### src/verilog/card_irq_pkg.sv
/*
 * Constants for the card interrupt and status control block: region sizes,
 * register offsets, bit positions, reset values.
 * Assumes a local bus that presents byte addresses within each region.
 */
package card_irq_pkg;
    localparam int unsigned BRIDGE_SIZE = 32;
    localparam int unsigned ANALOG_SIZE = 128;
    localparam int unsigned COUNTER_SIZE = 128;
    localparam logic [6:0] OFS_INTERRUPT_CONTROL_STATUS = 7'h4c;
    localparam logic [6:0] OFS_GENERAL_PURPOSE_CONTROL = 7'h54;
    localparam logic [6:0] OFS_FIFO_FIRST = 7'h00;
    localparam logic [6:0] OFS_FIFO_LAST = 7'h0e;
    localparam logic [6:0] OFS_SOFT_TRIGGER = 7'h20;
    localparam logic [6:0] OFS_ANALOG_OUT_LAST = 7'h2e;
    localparam int unsigned BIT_CONV_EN = 0;
    localparam int unsigned BIT_CONV_POL = 1;
    localparam int unsigned BIT_CONV_STAT = 2;
    localparam int unsigned BIT_CTR_EN = 3;
    localparam int unsigned BIT_CTR_POL = 4;
    localparam int unsigned BIT_CTR_STAT = 5;
    localparam int unsigned BIT_PCI_EN = 6;
    localparam int unsigned BIT_SOFT_IRQ = 7;
    localparam int unsigned BIT_CONV_EDGE = 8;
    localparam int unsigned BIT_CTR_EDGE = 9;
    localparam int unsigned BIT_CONV_CLR = 10;
    localparam int unsigned BIT_CTR_CLR = 11;
    localparam int unsigned BIT_CONV_DONE = 17;
    localparam int unsigned BIT_LOAD = 23;
    localparam logic [31:0] INTERRUPT_CONTROL_STATUS_RESERVED = 32'h0000_0000;
    localparam logic [31:0] GPC_RESERVED = 32'h0040_06c0;
    localparam logic [15:0] ANALOG_OUT_RESET = 16'h3fff;
    typedef enum logic [2:0] {
        ACC_IDLE = 3'b001,
        ACC_LOW = 3'b010,
        ACC_HIGH = 3'b100
    } acc_state_t;
endpackage

### src/verilog/card_irq_ctrl.sv
/*
 * Interrupt/status control, general-purpose control and region decode
 * with 32-to-16 split for the analog region.
 * Assumes host accesses arrive as one-cycle strobes synchronous to mclk
 * and that the host keeps address and data stable until ack.
 */
//
// Overview of operation
// - Bit 0 enables converter interrupt source
// - Bit 1 selects converter polarity, low advised
// - Bit 2 shows converter interrupt active
// - Bit 3 enables counter/trigger interrupt source
// - Bit 4 selects counter interrupt polarity
// - Bit 5 shows counter interrupt active
// - Bit 6 masters the PCI interrupt
// - Bit 7 software interrupt, needs bit 6
// - Bit 8 converter edge mode, high polarity only
// - Bit 9 counter edge mode, high polarity only
// - Write bit 10 clears converter edge latch
// - Write bit 11 clears counter edge latch
// - Bit 17 reads conversion-done, active low
// - Bit 23 drives analog output load strobe
// - Decode bridge 32, analog 128, counter 128
// - 32-bit analog access becomes two 16-bit cycles
// - Offsets 0x00..0x0e mirror converter FIFO data
// - Read 0x20 triggers, write loads output 0
`timescale 1ns/10ps
module card_irq_ctrl
    import card_irq_pkg::*;
#(
    parameter int unsigned ADDR_W = 7
) (
    input wire logic mclk, // 10 MHz clock
    input wire logic reset_n, // Synchronous reset
    input wire logic [2:0] region_sel, // One-hot: bridge, analog, counter
    input wire logic [ADDR_W-1:0] addr, // Byte offset in region
    input wire logic req, // Access request pulse
    input wire logic wr, // 1 write, 0 read
    input wire logic wide, // 1 for 32-bit access
    input wire logic [31:0] wdata, // Write data
    input wire logic conversion_done_n, // Converter end of last conversion
    input wire logic counter_irq_src, // Counter 4 out or ext trigger
    input wire logic [15:0] fifo_rdata, // Converter FIFO head
    input wire logic [31:0] counter_rdata, // Counter region read data
    output logic [31:0] rdata, // Read data
    output logic ack, // Access done pulse
    output logic inta_n, // PCI interrupt, active low
    output logic analog_out_load_n, // Analog output load strobe
    output logic fifo_pop, // Converter FIFO read pulse
    output logic converter_soft_trigger, // Conversion start pulse
    output logic chan_we, // Channel select write pulse
    output logic [7:0] converter_channel_select, // Channel scan list
    output logic dac_we, // Analog output write pulse
    output logic [2:0] dac_chan, // Analog output channel
    output logic [15:0] dac_data, // Analog output data
    output logic counter_req, // Counter region access pulse
    output logic [ADDR_W-1:0] counter_addr // Counter region address
);
    import card_irq_pkg::*;

    if (ADDR_W != 7) begin : g_bad_width
        $error("ADDR_W must be 7 to cover a 128-byte region");
    end

    logic [11:0] ics_q, ics_d;
    logic conv_lat_q, conv_lat_d, ctr_lat_q, ctr_lat_d;
    logic conv_prev_q, conv_prev_d, ctr_prev_q, ctr_prev_d;
    logic load_q, load_d, inta_n_q, inta_n_d;
    logic conv_act, ctr_act, conv_lvl, ctr_lvl, bridge_wr;

    // Source levels after polarity selection
    assign conv_lvl = ics_q[BIT_CONV_POL] ? conversion_done_n
                                          : !conversion_done_n;
    assign ctr_lvl = ics_q[BIT_CTR_POL] ? counter_irq_src
                                        : !counter_irq_src;
    // Edge mode only meaningful with high polarity
    assign conv_act = (ics_q[BIT_CONV_EDGE] && ics_q[BIT_CONV_POL]) ?
                      conv_lat_q : conv_lvl;
    assign ctr_act = (ics_q[BIT_CTR_EDGE] && ics_q[BIT_CTR_POL]) ?
                     ctr_lat_q : ctr_lvl;
    assign bridge_wr = req && wr && region_sel[0];

    always_comb begin
        ics_d = ics_q;
        load_d = load_q;
        conv_prev_d = conv_lvl;
        ctr_prev_d = ctr_lvl;
        conv_lat_d = conv_lat_q;
        ctr_lat_d = ctr_lat_q;
        if (bridge_wr && addr == OFS_INTERRUPT_CONTROL_STATUS) begin
            ics_d[BIT_CONV_EN] = wdata[BIT_CONV_EN];
            ics_d[BIT_CONV_POL] = wdata[BIT_CONV_POL];
            ics_d[BIT_CTR_EN] = wdata[BIT_CTR_EN];
            ics_d[BIT_CTR_POL] = wdata[BIT_CTR_POL];
            ics_d[BIT_PCI_EN] = wdata[BIT_PCI_EN];
            ics_d[BIT_SOFT_IRQ] = wdata[BIT_SOFT_IRQ];
            ics_d[BIT_CONV_EDGE] = wdata[BIT_CONV_EDGE];
            ics_d[BIT_CTR_EDGE] = wdata[BIT_CTR_EDGE];
            if (wdata[BIT_CONV_CLR])
                conv_lat_d = 1'b0;
            if (wdata[BIT_CTR_CLR])
                ctr_lat_d = 1'b0;
        end
        if (bridge_wr && addr == OFS_GENERAL_PURPOSE_CONTROL)
            load_d = wdata[BIT_LOAD];
        // Set wins over a clear in the same cycle
        if (conv_lvl && !conv_prev_q)
            conv_lat_d = 1'b1;
        if (ctr_lvl && !ctr_prev_q)
            ctr_lat_d = 1'b1;
        ics_d[BIT_CONV_STAT] = conv_act;
        ics_d[BIT_CTR_STAT] = ctr_act;
        ics_d[BIT_CONV_CLR] = 1'b0;
        ics_d[BIT_CTR_CLR] = 1'b0;
        inta_n_d = !(ics_q[BIT_PCI_EN] &&
                     ((ics_q[BIT_CONV_EN] && conv_act) ||
                      (ics_q[BIT_CTR_EN] && ctr_act) ||
                      ics_q[BIT_SOFT_IRQ]));
    end

    always_ff @(posedge mclk) begin
        if (!reset_n) begin
            ics_q <= '0;
            conv_lat_q <= 1'b0;
            ctr_lat_q <= 1'b0;
            conv_prev_q <= 1'b0;
            // Idle pin low reads high at low polarity; no false edge
            ctr_prev_q <= 1'b1;
            load_q <= 1'b0;
            inta_n_q <= 1'b1;
        end else begin
            ics_q <= ics_d;
            conv_lat_q <= conv_lat_d;
            ctr_lat_q <= ctr_lat_d;
            conv_prev_q <= conv_prev_d;
            ctr_prev_q <= ctr_prev_d;
            load_q <= load_d;
            inta_n_q <= inta_n_d;
        end
    end
    assign inta_n = inta_n_q;
    assign analog_out_load_n = load_q;

    // Access sequencer; analog 32-bit splits into low then high half
    acc_state_t st_q, st_d;
    logic [31:0] rdata_q, rdata_d, wd_q, wd_d;
    logic [ADDR_W-1:0] ad_q, ad_d, cad_q, cad_d;
    logic wr_q, wr_d, wide_q, wide_d, ack_q, ack_d;
    logic pop_q, pop_d, trig_q, trig_d, cwe_q, cwe_d, dwe_q, dwe_d;
    logic creq_q, creq_d;
    logic [7:0] csel_q, csel_d;
    logic [2:0] dch_q, dch_d;
    logic [15:0] dd_q, dd_d, half_rd;
    logic [15:0] half_wd;

    always_comb begin
        half_rd = 16'h0000;
        if (ad_q <= OFS_FIFO_LAST)
            half_rd = fifo_rdata;
        else if (ad_q == OFS_SOFT_TRIGGER)
            half_rd = 16'h0000;
    end
    assign half_wd = (st_q == ACC_HIGH) ? wd_q[31:16] : wd_q[15:0];

    always_comb begin
        st_d = st_q;
        rdata_d = rdata_q;
        wd_d = wd_q;
        ad_d = ad_q;
        cad_d = cad_q;
        wr_d = wr_q;
        wide_d = wide_q;
        ack_d = 1'b0;
        pop_d = 1'b0;
        trig_d = 1'b0;
        cwe_d = 1'b0;
        dwe_d = 1'b0;
        creq_d = 1'b0;
        csel_d = csel_q;
        dch_d = dch_q;
        dd_d = dd_q;
        case (st_q)
            ACC_IDLE: begin
                if (req) begin
                    case (region_sel)
                        3'b001: begin
                            ack_d = 1'b1;
                            rdata_d = 32'h0000_0000;
                            if (addr == OFS_INTERRUPT_CONTROL_STATUS)
                                rdata_d = INTERRUPT_CONTROL_STATUS_RESERVED |
                                          {20'h00000, ics_q};
                            else if (addr == OFS_GENERAL_PURPOSE_CONTROL) begin
                                rdata_d = GPC_RESERVED;
                                rdata_d[BIT_CONV_DONE] =
                                    conversion_done_n;
                                rdata_d[BIT_LOAD] = load_q;
                            end
                        end
                        3'b010: begin
                            st_d = ACC_LOW;
                            ad_d = addr;
                            wd_d = wdata;
                            wr_d = wr;
                            wide_d = wide;
                            rdata_d = 32'h0000_0000;
                        end
                        3'b100: begin
                            creq_d = 1'b1;
                            cad_d = addr;
                            st_d = ACC_HIGH;
                            wide_d = 1'b0;
                            ad_d = '1;
                        end
                        default: ack_d = 1'b1;
                    endcase
                end
            end
            ACC_LOW, ACC_HIGH: begin
                if (ad_q == '1) begin
                    // Counter region access, one cycle of latency
                    rdata_d = counter_rdata;
                    ack_d = 1'b1;
                    st_d = ACC_IDLE;
                end else begin
                    if (wr_q) begin
                        if (ad_q == OFS_FIFO_FIRST) begin
                            cwe_d = 1'b1;
                            csel_d = half_wd[7:0];
                        end else if (ad_q >= OFS_SOFT_TRIGGER &&
                                     ad_q <= OFS_ANALOG_OUT_LAST) begin
                            dwe_d = 1'b1;
                            dch_d = ad_q[3:1];
                            dd_d = half_wd;
                        end
                    end else begin
                        if (ad_q <= OFS_FIFO_LAST)
                            pop_d = 1'b1;
                        if (ad_q == OFS_SOFT_TRIGGER)
                            trig_d = 1'b1;
                        if (st_q == ACC_HIGH)
                            rdata_d[31:16] = half_rd;
                        else
                            rdata_d[15:0] = half_rd;
                    end
                    if (st_q == ACC_LOW && wide_q) begin
                        st_d = ACC_HIGH;
                        ad_d = ad_q + 7'd2;
                    end else begin
                        ack_d = 1'b1;
                        st_d = ACC_IDLE;
                    end
                end
            end
            default: st_d = ACC_IDLE;
        endcase
    end

    always_ff @(posedge mclk) begin
        if (!reset_n) begin
            st_q <= ACC_IDLE;
            rdata_q <= '0;
            wd_q <= '0;
            ad_q <= '0;
            cad_q <= '0;
            wr_q <= 1'b0;
            wide_q <= 1'b0;
            ack_q <= 1'b0;
            pop_q <= 1'b0;
            trig_q <= 1'b0;
            cwe_q <= 1'b0;
            dwe_q <= 1'b0;
            creq_q <= 1'b0;
            csel_q <= '0;
            dch_q <= '0;
            dd_q <= ANALOG_OUT_RESET;
        end else begin
            st_q <= st_d;
            rdata_q <= rdata_d;
            wd_q <= wd_d;
            ad_q <= ad_d;
            cad_q <= cad_d;
            wr_q <= wr_d;
            wide_q <= wide_d;
            ack_q <= ack_d;
            pop_q <= pop_d;
            trig_q <= trig_d;
            cwe_q <= cwe_d;
            dwe_q <= dwe_d;
            creq_q <= creq_d;
            csel_q <= csel_d;
            dch_q <= dch_d;
            dd_q <= dd_d;
        end
    end
    assign rdata = rdata_q;
    assign ack = ack_q;
    assign fifo_pop = pop_q;
    assign converter_soft_trigger = trig_q;
    assign chan_we = cwe_q;
    assign converter_channel_select = csel_q;
    assign dac_we = dwe_q;
    assign dac_chan = dch_q;
    assign dac_data = dd_q;
    assign counter_req = creq_q;
    assign counter_addr = cad_q;
endmodule

### config.mk
export PLATFORM = sky130hd
export DESIGN_NAME = card_irq_ctrl
export DESIGN_NICKNAME = d
export VERILOG_FILES = /design/src/verilog/card_irq_pkg.sv /design/src/verilog/card_irq_ctrl.sv
export SDC_FILE = /design/constraint.sdc
export NUM_CORES = 1
export LEC_CHECK = 0
export BUFFER_PORTS_ARGS = -buffer_cell sky130_fd_sc_hd__buf_2
export CAP_MARGIN = 25
export CORE_MARGIN = 10
export CORE_UTILIZATION = 40
export DETAILED_ROUTE_END_ITERATION = 7
export PLACE_DENSITY_LB_ADDON = 0.2
export SETUP_SLACK_MARGIN = 0.3
export SYNTH_ARGS = -nofsm -noshare
export SYNTH_HDL_FRONTEND = slang
export SYNTH_SLANG_ARGS = --single-unit
### constraint.sdc
create_clock -name mclk -period 4.38 [get_ports mclk]
set_input_delay 0.876 -clock mclk [delete_from_list [all_inputs] [get_ports mclk]]
set_output_delay 0.876 -clock mclk [all_outputs]
set_load 0.01 [all_outputs]
# After elaboration in Yosys (flattened, before gate mapping)
# Index checks and enable logic that the tools add are counted.
# op_classes
n_lt_le_gt_ge,3
muxes,42
n_reduce_logical,44
bitwise,5
n_eq_ne,18
n_addsub,1
# op_table
op,n
one-hot mux 32 bit (2 select lines),2
2-to-1 mux 32 bit,3
2-to-1 mux 16 bit,4
2-to-1 mux 24 bit,2
one-hot mux 7 bit (2 select lines),2
equality test 7 bit (second input constant),3
2-to-1 mux 7 bit,3
AND reduction 5 bit,4
2-to-1 mux 1 bit,19
logical AND 1 bit,13
one-hot mux 3 bit (2 select lines),2
AND reduction 3 bit,4
nonzero test 2 bit,6
2-to-1 mux 3 bit,3
inequality test 3 bit (second input constant),3
OR reduction 4 bit,2
adder 7 x 2 -> 7 bit (second input constant),1
equality test 7 x 6 -> 1 bit (second input constant),1
greater-or-equal comparator 7 x 6 -> 1 bit (second input constant),1
<= comparator 7 x 4 -> 1 bit (second input constant),1
<= comparator 7 x 6 -> 1 bit (second input constant),1
zero test 7 bit,1
equality test 3 x 1 -> 1 bit (second input constant),2
equality test 3 x 2 -> 1 bit (second input constant),2
other kinds (11),28
# word_totals
wordCells,139
register_bits,134
input_bits,97

# Longest topological paths before layout
# Gate-level depths: netlist of the first run.
# logic_depth
word_depth,8
mapped_depth,8

# Worst setup path after synthesis of the first run
# No wires, ideal clock.
# synth_timing
path_kind,input -> register
startpoint,input addr[0]
endpoint,register rdata_q[1] (netlist: rdata[1])
arrival_ns,2.107
t_required_ns,4.310
path_buffers,1
setup_slack_ns,2.203
cell_stages,6
cell_sequence,nor4b_1 and3_1 clkbuf_1 a31oi_1 or3_1 a21oi_1
# synth_via
elab_chain_len,5
# synth_lines
item,line,rtl
start: declaration,card_irq_ctrl.sv:36,"input wire logic [ADDR_W-1:0] addr,"
equality test 7 bit,card_irq_ctrl.sv:189,if (addr == OFS_INTERRUPT_CONTROL_STATUS)
2-to-1 mux 24 bit,card_irq_ctrl.sv:189,
one-hot mux 32 bit (2 select lines),card_irq_ctrl.sv:185,case (region_sel)
2-to-1 mux 32 bit,card_irq_ctrl.sv:184,if (req) begin
one-hot mux 32 bit (2 select lines),card_irq_ctrl.sv:182,case (st_q)
end signal: assignment,card_irq_ctrl.sv:278,rdata_q <= rdata_d;
end: declaration,card_irq_ctrl.sv:146,"logic [31:0] rdata_q, rdata_d, wd_q, wd_d;"
# No other way between the ends. The select of a mux whose other input is x is not followed.
# A chain may end at the register's enable or synchronous reset.

# Worst setup path after layout of the first run
# layout_timing
startpoint,register ad_q[5]
endpoint,register rdata_q[17] (netlist: rdata[17])
# layout_via
elab_chain_len,6
word_cells_on_any_way,10
# layout_lines
item,line,rtl
start: declaration,card_irq_ctrl.sv:147,"logic [ADDR_W-1:0] ad_q, ad_d, cad_q, cad_d;"
start signal: assignment,card_irq_ctrl.sv:263,ad_q <= '0;
start signal: assignment,card_irq_ctrl.sv:280,ad_q <= ad_d;
<= comparator 7 x 4 -> 1 bit,card_irq_ctrl.sv:158,if (ad_q <= OFS_FIFO_LAST)
2-to-1 mux 16 bit,card_irq_ctrl.sv:158,
2-to-1 mux 16 bit,card_irq_ctrl.sv:240,if (st_q == ACC_HIGH)
2-to-1 mux 32 bit,card_irq_ctrl.sv:225,if (wr_q) begin
2-to-1 mux 32 bit,card_irq_ctrl.sv:219,if (ad_q == '1) begin
one-hot mux 32 bit (2 select lines),card_irq_ctrl.sv:182,
# Several ways; a longest one is shown, not always the timed one. The select of a mux whose other input is x is not followed.

==> parameters.txt, run 1 <==
Parameter                              Value

Detailed routing
  Routed wire length    between 15000 and 20000 microns
  Post-detailed-route count of antenna-violating nets    0
  Via density    between 5 and 6
  Top layer in use    met5
  Vias    ~5400
  Met2 Routed Length    8740 microns
  Routed length on met1    between 7000 and 8000 microns
  Number of detailed-routing iterations run before antenna repair    5
  First-iteration detailed-routing DRC count    between 300 and 400
  DRC violations left    0
  Met3 routed WL    between 1000 and 1500 microns
  Wire per inst    17.7 microns

Place
  Count of port buffers added during placement    170
  Number of placed instances, taps included    969
  Final weighted congestion in routability-driven placement    about 0.85
  Worst setup slack after placement    around 1.5 ns
  HPWL after DPL    roughly 13000 microns
  Placement-stage cell area    approximately 0.0066 sq mm

STA
  Setup repair after global routing missed its margin    no
  Period utilisation layout    between 50 and 60%
  Number of max-slew violations in the final report    0
  Highest achievable clock rate    between 0.3 and 0.4 GHz
  Final min period    2.61 ns
  Relative slew slack    about a third
  Largest clock skew in the final design    around 0.0061 ns
  Setup Total Neg Slack    0 ns
  Post-route worst hold slack    0.454 ns
  Post-route setup slack    1.77 ns
  Tightest Pin Transition    1.01 ns
  Final Setup Violations    0
  Final Hold Viols    0

Floorplan
  Placement row count    43
  Initial core utilization    between 40% and 50%
  Height of the die    140 microns
  Boundary pin count    roughly 170
  Width of the die    ~140 microns
  Area of the core region    0.0139 sq mm
  Die outline area    slightly below 0.02 sq mm

Global routing
  Via count of the first global-routing pass    5353
  Largest net degree at the start of global routing    between 40 and 50
  Number of antenna violations at the first check in global routing    2
  First-pass GRT wire length    28200 microns
  Total routing usage reported by global routing    ~18%
  Remaining global-route overflow    0

Power and ir drop
  Switching share of power    a little under a quarter
  Worst VDD drop    about 0.28 mV
  Relative contribution of the clock network to total power    around half
  Part of the power in combinational logic    roughly 7.2%
  Areal power density over the cells    402 mW/mm^2
  Net Sw Power    roughly 670 uW
  Portion of total power attributed to sequential cells    42.4%
  Cell leakage power    a little over 3 nW
  Internal    between 2 and 2.5 mW

Logic synthesis
  Most used DFF post-synth    dfxtp_1
  Synth unique cells    59
  Post-Syn Nets    roughly 760
  Average size of a mapped cell    ~8.6 sq um
  Fraction of registers with async set/reset    0%
  Number of synthesized flops with an enable pin    0
  Total number of yosys warnings    0
  Synthesized area    approximately 0.0057 sq mm
  Flip-flop and latch count after synthesis    132
  Share of synthesized area occupied by flip-flops and latches    46.3%
  Cell count after synthesis    665

Layout
  Count of non-filler cells in the finished layout    about 1000
  Fraction of final layout cells with drive strength greater than 1    ~28%
  Area growth, synth to finish    27.4%
  Commonest cells after routing, fill and taps aside    170 x buf_2, 132 x dfxtp_1, 121 x nand2_1, 83 x a21oi_1, 43 x nand3_1
  Antenna cell count    0
  Post-Layout Inst Area    0.00728 sq mm
  Nets@finish    about 910
  Most frequent standard cell in the layout excluding fill and tap cells    buf_2

CTS
  Worst-Skew Late Latency    roughly 0.42 ns
  Number of levels in the clock H-tree    4
  Post-cts repair resize count    0
  Post CTS Setup Buffer Count    0
  Maximum number of buffers from clock root to sink    2
  Clk pin slew, worst setup/hold paths    0.06 ns
  CTS tree    yes
  Clock sinks    132
  Inserted Clock Buffers    17
  CTS Hold Buffers Added    0
  Master cell of the clock root buffer    clkbuf_16

Worst setup path
  Endpoint type of the worst setup path    register
  Kind of start point of the critical path    register
  Required @ worst endpoint    approximately 4.8 ns
  Worst Setup Path Type    reg -> reg
  Top fanout value on the critical path    36
  Data arrival at the endpoint of the critical path    about 3 ns

Hold path
  HP Class    reg -> reg

Job
  Max_cap viols    0

Run status
  Result of the run    finished, final reports clean
## kinds of logic after synthesis
kind of cell               Yosys count  share of synthesized area [%]
and+or+nand+nor                    252                           20.9
muxes                               36                           6.50
DFF                                132                           46.3
xor gates and xnor gates             5                          0.767
AOI/OAI and AO/OA                  183                           21.0
buffers and inverters               56                           4.34
adders and majority gates            1                          0.219
## per-stage QoR
stage | power, mW | utilization (%)
after floorplan | 1.38 | -
after global placement | 1.47 | 47.6
after detailed placement | 1.48 | 47.6
after CTS | 2.95 | 52.0
after global routing | 3.02 | 52.2
final | 2.93 | 52.2
## cell type report
class,instances,area (sq um)
repair buffers,180,941
flip-flops and latches,132,2640
multi-input cells,477,2840
fillers,1335,6650
clock buffers,21,470
clock inverters,11,149
well taps,180,225
inverters,2,8.76
## state kept, by name, summed over array words and instances, names as in the netlist, 3 cells and up
| name | flops |
|---|---|
| dac_chan | 3 |
| counter_addr | 7 |
| rdata | 32 |
| ad_q | 7 |
| ics_q | 10 |
| dac_data | 16 |
| wd_q | 32 |
| converter_channel_select | 8 |
| st_q | 3 |
## power groups by stage
| stage | logic [mW] | clock network (mW) | registers, mW |
|---|---|---|---|
| 2_1_floorplan | 0.117 | 0 | 1.26 |
| 3_3_place_gp | 0.208 | 0 | 1.27 |
| 3_5_place_dp | 0.211 | 0 | 1.27 |
| 4_1_cts | 0.212 | 1.50 | 1.24 |
| 5_1_grt | 0.232 | 1.55 | 1.24 |
| 6_report | 0.211 | 1.48 | 1.24 |
## routing by layer
metal | vias up | track usage, %
met5 | - | 0
met2 | 166 | 29.6
li1 | 2652 | -
met1 | 2535 | 20.9
met4 | 4 | 6.04
met3 | 29 | 5.44
## synthesized netlist by cell type, drive strengths merged (3+ instances only)
cell type / count / area [sq um]
and2: 5 / 31.3
a21oi: 83 / 415
o22a: 8 / 70.1
o21a: 3 / 22.5
a22oi: 10 / 75.1
nand3: 43 / 215
o21ai: 20 / 100
buf: 25 / 131
nor3b: 4 / 30.0
and3: 5 / 31.3
o211ai: 7 / 52.6
nor2b: 6 / 37.5
o31ai: 5 / 42.5
nand2: 121 / 454
or2: 3 / 18.8
nand2b: 17 / 106
a211oi: 4 / 30.0
dfxtp: 132 / 2640
nor3: 4 / 25.0
o2111ai: 4 / 35.0
a22o: 20 / 175
nor2: 31 / 116
mux2: 9 / 101
xor2: 3 / 26.3
clkbuf: 29 / 109
mux2i: 27 / 270
## worst max-delay path, stage by stage (launching register included)
cell and delay (ns):
dfxtp_1 0.54, and4_4 0.30, and2_1 0.12, buf_4 0.33, o31a_1 0.86, nor3b_1 0.28
o21a_1 0.12
## final timing paths
kind              startpoint               to  slack, ns  depth (start not counted)
max                  ad_q[5]        rdata[17]       1.77                          6
min          counter_addr[3]  counter_addr[3]       0.45                          2
max reg2reg          ad_q[5]        rdata[17]       1.77                          6
min reg2reg  counter_addr[3]  counter_addr[3]       0.45                          2
No activity file was read; power rests on OpenSTA's default activity.
==> run 2: changes to the inputs <==
==> constraint.sdc (replaced) <==
create_clock -name mclk -period 2.4 [get_ports mclk]
set_input_delay 0.48 -clock mclk [delete_from_list [all_inputs] [get_ports mclk]]
set_output_delay 0.48 -clock mclk [all_outputs]
set_load 0.01 [all_outputs]
==> run 2 against run 1 <==
Effect of this change: first-iteration DRC count down 21%; count of clock-buffer cells in the layout down 1; die area unchanged; register-to-register slack worse by 1.4 ns; critical path depth unchanged.
==> parameters.txt, run 2 (synthesis gave the netlist of run 1 again) <==
Parameter                              Value

Worst setup path
  Origin of the worst setup path    ad_q[1] (was ad_q[5])
  Endpoint type of the worst setup path    register (unchanged)
  Kind of start point of the critical path    register (unchanged)
  Endpoint of the worst setup timing path    rdata[1] (was rdata[17])
  Reg-to-reg critical path endpoint    rdata[1] (was rdata[17])
  Required @ worst endpoint    2.76 ns (was 4.75 ns)
  Worst r2r src    ad_q[1] (was ad_q[5])
  R2r setup slk    0.40 ns (was 1.77 ns)
  Top fanout value on the critical path    33 (was 36)
  Data arrival at the endpoint of the critical path    2.36 ns (was 2.98 ns)
  Worst Setup Path Type    reg -> reg (unchanged)
  Worst r2r path cells    6 (unchanged)

STA
  Final Hold Viols    0 (unchanged)
  Final min period    2.00 ns (was 2.61 ns)
  Relative slew slack    55.7% (was 32.7%)
  Post-route worst hold slack    0.289 ns (was 0.454 ns)
  Setup Total Neg Slack    0 ns (unchanged)
  Setup repair after global routing missed its margin    yes (was no)
  Post-route setup slack    0.396 ns (was 1.77 ns)
  Period utilisation layout    83.5% (was 59.6%)
  Highest achievable clock rate    0.499 GHz (was 0.383 GHz)
  Number of max-slew violations in the final report    0 (unchanged)
  Largest clock skew in the final design    0.00989 ns (was 0.00609 ns)
  Final Setup Violations    0 (unchanged)
  Tightest Pin Transition    0.663 ns (was 1.01 ns)

Detailed routing
  First-iteration detailed-routing DRC count    261 (was 330)
  Post-detailed-route count of antenna-violating nets    0 (unchanged)
  Number of detailed-routing iterations run before antenna repair    4 (was 5)
  DRC violations left    0 (unchanged)
  Wire per inst    17.6 microns (was 17.7 microns)
  Routed wire length    17900 microns (was 17800 microns)
  Via density    5.34 (was 5.37)
  Vias    5425 (was 5386)

Global routing
  First-pass GRT wire length    27800 microns (was 28200 microns)
  Number of antenna violations at the first check in global routing    1 (was 2)
  Total routing usage reported by global routing    17.6% (was 17.7%)
  Via count of the first global-routing pass    5407 (was 5353)
  Remaining global-route overflow    0 (unchanged)
  Largest net degree at the start of global routing    58 (was 46)

Hold path
  Number of cells on the worst hold path    3 (was 2)
  HP Class    in -> reg (was reg -> reg)

CTS
  Maximum number of buffers from clock root to sink    2 (unchanged)
  Clk pin slew, worst setup/hold paths    0.06 ns (about the same)
  Master cell of the clock root buffer    clkbuf_16 (unchanged)
  CTS tree    yes (unchanged)
  Inserted Clock Buffers    17 (unchanged)
  Number of levels in the clock H-tree    4 (unchanged)
  CTS Hold Buffers Added    0 (unchanged)
  Clock sinks    132 (unchanged)
  Worst-Skew Late Latency    0.43 ns (was 0.42 ns)

Floorplan
  Area of the core region    0.0139 sq mm (unchanged)
  Boundary pin count    171 (unchanged)
  Width of the die    140 microns (unchanged)
  Die outline area    0.0195 sq mm (unchanged)
  Initial core utilization    41.0% (unchanged)
  Placement row count    43 (unchanged)
  Height of the die    140 microns (unchanged)

Layout
  Fraction of final layout cells with drive strength greater than 1    29.4% (was 28.4%)
  Count of non-filler cells in the finished layout    1016 (was 1003)
  Antenna cell count    0 (unchanged)
  # fillers    1377 (was 1335)
  Post-Layout Inst Area    0.00739 sq mm (was 0.00728 sq mm)
  Nets@finish    921 (was 908)
  Most frequent standard cell in the layout excluding fill and tap cells    buf_2 (unchanged)
  Commonest cells after routing, fill and taps aside    170 x buf_2, 131 x dfxtp_1, 121 x nand2_1, 83 x a21oi_1, 43 x nand3_1 (was 170 x buf_2, 132 x dfxtp_1, 121 x nand2_1, 83 x a21oi_1, 43 x nand3_1)
  Layout Utilization    53.0% (was 52.2%)
  Area growth, synth to finish    29.3% (was 27.4%)

Power and ir drop
  Total Power    5.27 mW (was 2.93 mW)
  Cell leakage power    3.12 nW (was 3.06 nW)
  Worst VDD drop    0.529 mV (was 0.283 mV)
  Areal power density over the cells    714 mW/mm^2 (was 402 mW/mm^2)

Job
  Max_cap viols    0 (unchanged)

Place
  Final weighted congestion in routability-driven placement    0.892 (was 0.854)
  Worst setup slack after placement    0.277 ns (was 1.48 ns)
  Number of placed instances, taps included    983 (was 969)
  HPWL after DPL    13300 microns (was 12900 microns)
  Placement-stage cell area    0.00679 sq mm (was 0.00663 sq mm)
  Count of port buffers added during placement    170 (unchanged)

Run status
  Result of the run    finished, final reports clean (unchanged)
[run 2: changes by cell type in the layout (fill, tap and decap cells not counted)]
cell	before	now
clkinvlp_4	3	2
buf_12	0	4
clkinv_2	3	4
buf_8	2	0
buf_4	8	19
clkinv_4	2	3
clkbuf_1	1	3
clkbuf_8	3	0
dfxtp_1	132	131
dfxtp_2	0	1
[run 2: routing by layer]
layer / vias to the layer above / global-route usage (%) / wire length, microns
li1: 2672 / - / -
met1: 2561 / 19.8 / 7500
met2: 165 / 30.1 / 9020
met3: 25 / 5.82 / 1090
met4: 2 / 6.53 / 255
met5: - / 0 / 7
[run 2: layout make-up]
cell class | instances | area, sq um | area share [%]
clock buffer | 20 | 437 | 5.91
clock inverter | 12 | 155 | 2.10
inverter | 2 | 8.76 | 0.119
multi-input combinational | 477 | 2840 | 38.5
sequential | 132 | 2640 | 35.8
tap | 180 | 225 | 3.05
timing repair buffer | 193 | 1070 | 14.5
[run 2: critical path, cell delays in order, from the launching register on]
cell	delay, ns
dfxtp_1	0.49
and3_1	0.28
and2_1	0.27
buf_12	0.22
o31ai_2	0.14
or3_1	0.40
a21oi_1	0.14
[run 2: worst min path at each step]
stage                   start   endpoint
floorplan            ics_q[6]     inta_n
global placement    rdata[14]  rdata[14]
detailed placement  rdata[15]  rdata[15]
CTS                 wdata[29]   wd_q[29]
global route        wdata[26]   wd_q[26]
finish              wdata[21]   wd_q[21]
[run 2: report_power, final]
part | leakage (nW) | switching [mW] | internal, mW | total, mW
Clock | 0.284 | 0.969 | 1.63 | 2.60
Sequential | 1.07 | 0.0292 | 2.23 | 2.26
Combinational | 1.77 | 0.227 | 0.182 | 0.409
Total | 3.12 | 1.22 | 4.05 | 5.27
[run 2: repair_timing]
item	CTS	global route
setup endpoints to repair	0	9
resized for setup	0	1
buffers inserted	0	1
endpoints found under the hold margin	0	0
==> run 3: changes to the inputs <==
--- a/config.mk
+++ b/config.mk
@@ -5,6 +5,7 @@
 export SDC_FILE = /design/constraint.sdc
 export NUM_CORES = 1
 export LEC_CHECK = 0
+export ABC_AREA = 1
 export BUFFER_PORTS_ARGS = -buffer_cell sky130_fd_sc_hd__buf_2
 export CAP_MARGIN = 25
 export CORE_MARGIN = 10
==> constraint.sdc (replaced) <==
create_clock -name mclk -period 1.6 [get_ports mclk]
set_input_delay 0.32 -clock mclk [delete_from_list [all_inputs] [get_ports mclk]]
set_output_delay 0.32 -clock mclk [all_outputs]
set_load 0.01 [all_outputs]
==> run 3 against run 2 <==
Effect of this change: the flow now finishes with violations (negative setup slack); core utilization grew 11 points; via count grew 27%; design area grew 31%; count of clock-buffer cells in the layout shrank 1; combinational power grew to 3.8 times the previous value; hold slack lost 0.15 ns; routed wire length grew 30%; first-iteration DRC count grew 110%; critical path type unchanged; highest routed layer unchanged.
==> parameters.txt, run 3 <==
Parameter                              Value

Layout
  Fraction of final layout cells with drive strength greater than 1    38.6% (was 29.4%)
  Area growth, synth to finish    56.8% (was 29.3%)
  Nets@finish    1299 (was 921)
  Commonest cells after routing, fill and taps aside    222 x nand2_1, 168 x buf_2, 147 x nor2_1, 118 x dfxtp_1, 73 x inv_1 (was 170 x buf_2, 131 x dfxtp_1, 121 x nand2_1, 83 x a21oi_1, 43 x nand3_1)
  Most frequent standard cell in the layout excluding fill and tap cells    nand2_1 (was buf_2)

Floorplan
  Width of the die    144 microns (was 140 microns)
  Initial core utilization    40.8% (was 41.0%)
  Height of the die    144 microns (was 140 microns)
  Die outline area    0.0208 sq mm (was 0.0195 sq mm)
  Placement row count    45 (was 43)
  Area of the core region    0.0151 sq mm (was 0.0139 sq mm)
  Boundary pin count    171 (unchanged)

Place
  Count of port buffers added during placement    170 (unchanged)
  Worst setup slack after placement    -0.270 ns (was 0.277 ns)
  HPWL after DPL    15700 microns (was 13300 microns)
  Final weighted congestion in routability-driven placement    0.922 (was 0.892)

STA
  Post-route worst hold slack    0.142 ns (was 0.289 ns)
  Final Hold Viols    0 (unchanged)
  Post-route setup slack    -0.0248 ns (was 0.396 ns)
  Number of max-slew violations in the final report    0 (unchanged)
  Largest clock skew in the final design    0.00799 ns (was 0.00989 ns)
  Final min period    1.62 ns (was 2.00 ns)
  Highest achievable clock rate    0.615 GHz (was 0.499 GHz)
  Period utilisation layout    102% (was 83.5%)
  Setup Total Neg Slack    -0.0886 ns (was 0 ns)
  Tightest Pin Transition    0.340 ns (was 0.663 ns)
  Relative slew slack    77.2% (was 55.7%)
  Setup repair after global routing missed its margin    yes (unchanged)
  Final Setup Violations    9 (was 0)

CTS
  Worst-Skew Late Latency    0.42 ns (was 0.43 ns)
  Number of levels in the clock H-tree    4 (unchanged)
  Master cell of the clock root buffer    clkbuf_16 (unchanged)
  CTS tree    yes (unchanged)
  Maximum number of buffers from clock root to sink    2 (unchanged)
  Clk pin slew, worst setup/hold paths    0.06 ns (about the same)
  Clock sinks    132 (unchanged)
  Inserted Clock Buffers    17 (unchanged)

Worst setup path
  Required @ worst endpoint    1.91 ns (was 2.76 ns)
  Cell family contributing the most delay on the critical path    buffers and inverters (was simple AND/OR/NAND/NOR gates)
  Worst path cell trace    inv_4 -> buf_4 -> nand2_2 -> nand3_2 -> nor2_4 -> buf_4 -> nand2_4 -> buf_4 -> o21ai_1 -> nor2_1 (was and3_1 -> and2_1 -> buf_12 -> o31ai_2 -> or3_1 -> a21oi_1)
  Worst Setup Path Type    reg -> reg (unchanged)
  Stages on the worst setup path    10 (was 6)
  Worst path slowest cell    dfxtp_4 (was dfxtp_1)
  Dominant cell type by count on the critical path    buf_4
  Top fanout value on the critical path    6 (was 33)
  Max incr delay on CP    0.41 ns (was 0.49 ns)
  Endpoint type of the worst setup path    register (unchanged)
  Buffer and inverter count on the worst path    4 (was 1)
  Data arrival at the endpoint of the critical path    1.94 ns (was 2.36 ns)
  Worst r2r path cells    10 (was 6)
  Kind of start point of the critical path    register (unchanged)

Global routing
  Number of antenna violations at the first check in global routing    3 (was 1)
  Remaining global-route overflow    0 (unchanged)
  Largest net degree at the start of global routing    56 (was 58)
  Via count of the first global-routing pass    6488 (was 5407)
  First-pass GRT wire length    34500 microns (was 27800 microns)
  Total routing usage reported by global routing    21.2% (was 17.6%)

Logic synthesis
  Flip-flop and latch count after synthesis    132 (unchanged)
  Post-synthesis share of cell area spent on full adders, half adders and majority gates    0.203% (was 0.219%)
  Compound-Gate Fraction of Synth Area    10.3% (was 21.0%)
  Xor-xnor portion of the synthesized cell area    0.426% (was 0.767%)
  Multiplexer area fraction after synthesis    0% (was 6.50%)
  Synthesized area    0.00617 sq mm (was 0.00571 sq mm)
  Share of synthesized area occupied by flip-flops and latches    42.8% (was 46.3%)
  Combinational family with the most area after synthesis    simple AND/OR/NAND/NOR gates (was compound AO/OA/AOI/OAI gates)
  Total number of yosys warnings    0 (unchanged)
  Portion of synthesized cell area occupied by the leading cell type    42.8% (was 46.3%)
  Dominant cell by count in the synthesized netlist    nand2_1 (was dfxtp_1)
  Most area-hungry cell type in the Yosys netlist    dfxtp_1 (unchanged)
  Synth unique cells    33 (was 59)
  Post-Syn Nets    1042 (was 763)
  Most used DFF post-synth    dfxtp_1 (unchanged)
  Fraction of registers with async set/reset    0% (unchanged)
  Simple-gate portion of the synthesized area    37.6% (was 20.9%)
  Number of synthesized flops with an enable pin    0 (unchanged)
  Average size of a mapped cell    6.54 sq um (was 8.59 sq um)
  Cell types occupying the most area after synthesis    dfxtp_1 43%, nand2_1 16%, nor2_1 11%, nand3_1 6.3%, o21ai_0 5.8% (was dfxtp_1 46%, nand2_1 8.0%, a21oi_1 7.3%, mux2i_1 4.7%, nand3_1 3.8%)
  Leading post-synthesis cells by instance count    260 x nand2_1, 187 x nor2_1, 132 x dfxtp_1 (was 132 x dfxtp_1, 121 x nand2_1, 83 x a21oi_1)
  Cell count after synthesis    944 (was 665)

Detailed routing
  Vias    6910 (was 5425)
  Post-detailed-route count of antenna-violating nets    0 (unchanged)
  DRC violations left    0 (unchanged)
  First-iteration detailed-routing DRC count    541 (was 261)
  Wire per inst    16.5 microns (was 17.6 microns)
  Number of detailed-routing iterations run before antenna repair    5 (was 4)
  Routed wire length    23200 microns (was 17900 microns)
  Via density    4.92 (was 5.34)

Job
  Max_cap viols    0 (unchanged)

Power and ir drop
  Internal    7.28 mW (was 4.05 mW)
  Part of the power in combinational logic    15.9% (was 7.8%)
  Switching share of power    25.3% (was 23.2%)
  Portion of total power attributed to sequential cells    36.1% (was 42.9%)
  Relative contribution of the clock network to total power    47.9% (was 49.3%)
  Net Sw Power    2.46 mW (was 1.22 mW)
  Areal power density over the cells    1010 mW/mm^2 (was 714 mW/mm^2)
  Worst VDD drop    0.741 mV (was 0.529 mV)
  Cell leakage power    4.74 nW (was 3.12 nW)

Run status
  Result of the run    finished with violations (was finished, final reports clean)
  Failing checks    negative setup slack

Hold path
  HP Class    in -> reg (unchanged)
  Number of cells on the worst hold path    3 (unchanged)
## run 3: cell types whose count changed after synthesis, sizes merged, moves of 17 or more
| cell | delta |
|---|---|
| nor2 | +167 |
| a22o | -20 |
| nand2b | -17 |
| nand2 | +147 |
| a21oi | -46 |
| o21ai | +55 |
| nand3 | +36 |
| inv | +83 |
| mux2i | -27 |
## run 3: layout make-up
cell class,instances,area [sq um]
diodes,2,5.00
clock inverters,13,251
repair inverters,4,48.8
well taps,188,235
fillers,1321,5470
repair buffers,277,2060
clock buffers,19,453
inverters,87,365
multi-input cells,682,3600
flip-flops and latches,132,2670
## run 3: logic make-up (layout without fill, tap and decap cells)
kind of cell	Yosys count	after routing
buffers and inverters	130	400
AND/OR/NAND/NOR	556	556
adder cells (fa/ha/maj)	1	1
AO/OA/AOI/OAI	122	122
XOR/XNOR	3	3
other	0	2
flip-flops	132	132
## run 3: what timing repair did
action / CTS / global route
pin swaps: 23 / 30
hold endpoints to repair: 0 / 0
cloned: 9 / 4
setup buffers: 24 / 16
gates resized for setup: 102 / 130
hold buffers: 0 / 0
endpoints found under the setup margin: 113 / 118
## run 3: stage by stage
stage	utilization, %	std cells	instance area, sq um	power (mW)
after CTS	59.8	1382	9060	9.66
after floorplan	-	944	6300	4.27
final	63.9	1404	9680	9.74
after global placement	50.5	1317	7640	4.78
after detailed placement	50.5	1317	7640	4.78
after global routing	63.9	1404	9680	10.1
## run 3: power by group through the flow
stage          Sequential [mW]  Combinational (mW)  Clock [mW]
2_1_floorplan             3.62               0.642           0
3_3_place_gp              3.58                1.20           0
3_5_place_dp              3.58                1.19           0
4_1_cts                   3.51                1.42        4.73
5_1_grt                   3.54                1.70        4.88
6_report                  3.52                1.55        4.67
## run 3: path summary, 6_finish.rpt
check	from	endpoint	slack (ns)
worst max register to register	st_q[2]	converter_channel_select[0]	-0.02
worst min-delay path	counter_irq_src	ctr_prev_q	0.14
worst max-delay path	st_q[2]	converter_channel_select[0]	-0.02
worst min register to register	conv_prev_q	conv_lat_q	0.41
## run 3: worst reg2reg max path, delay by kind of cell (launching register included)
| family | cells | cell delay (ns) |
|---|---|---|
| buffers and inverters | 4 | 0.49 |
| AND/OR/NAND/NOR | 5 | 0.48 |
| flip-flops | 1 | 0.41 |
| AO/OA/AOI/OAI | 1 | 0.13 |
## run 3: per-layer routing
| layer | routed length, microns | vias to the layer above | track usage (%) |
|---|---|---|---|
| met3 | 1570 | 26 | 6.76 |
| met2 | 11400 | 188 | 34.2 |
| met5 | 9 | - | 0 |
| met4 | 310 | 2 | 5.43 |
| li1 | - | 3500 | - |
| met1 | 9840 | 3194 | 26.9 |
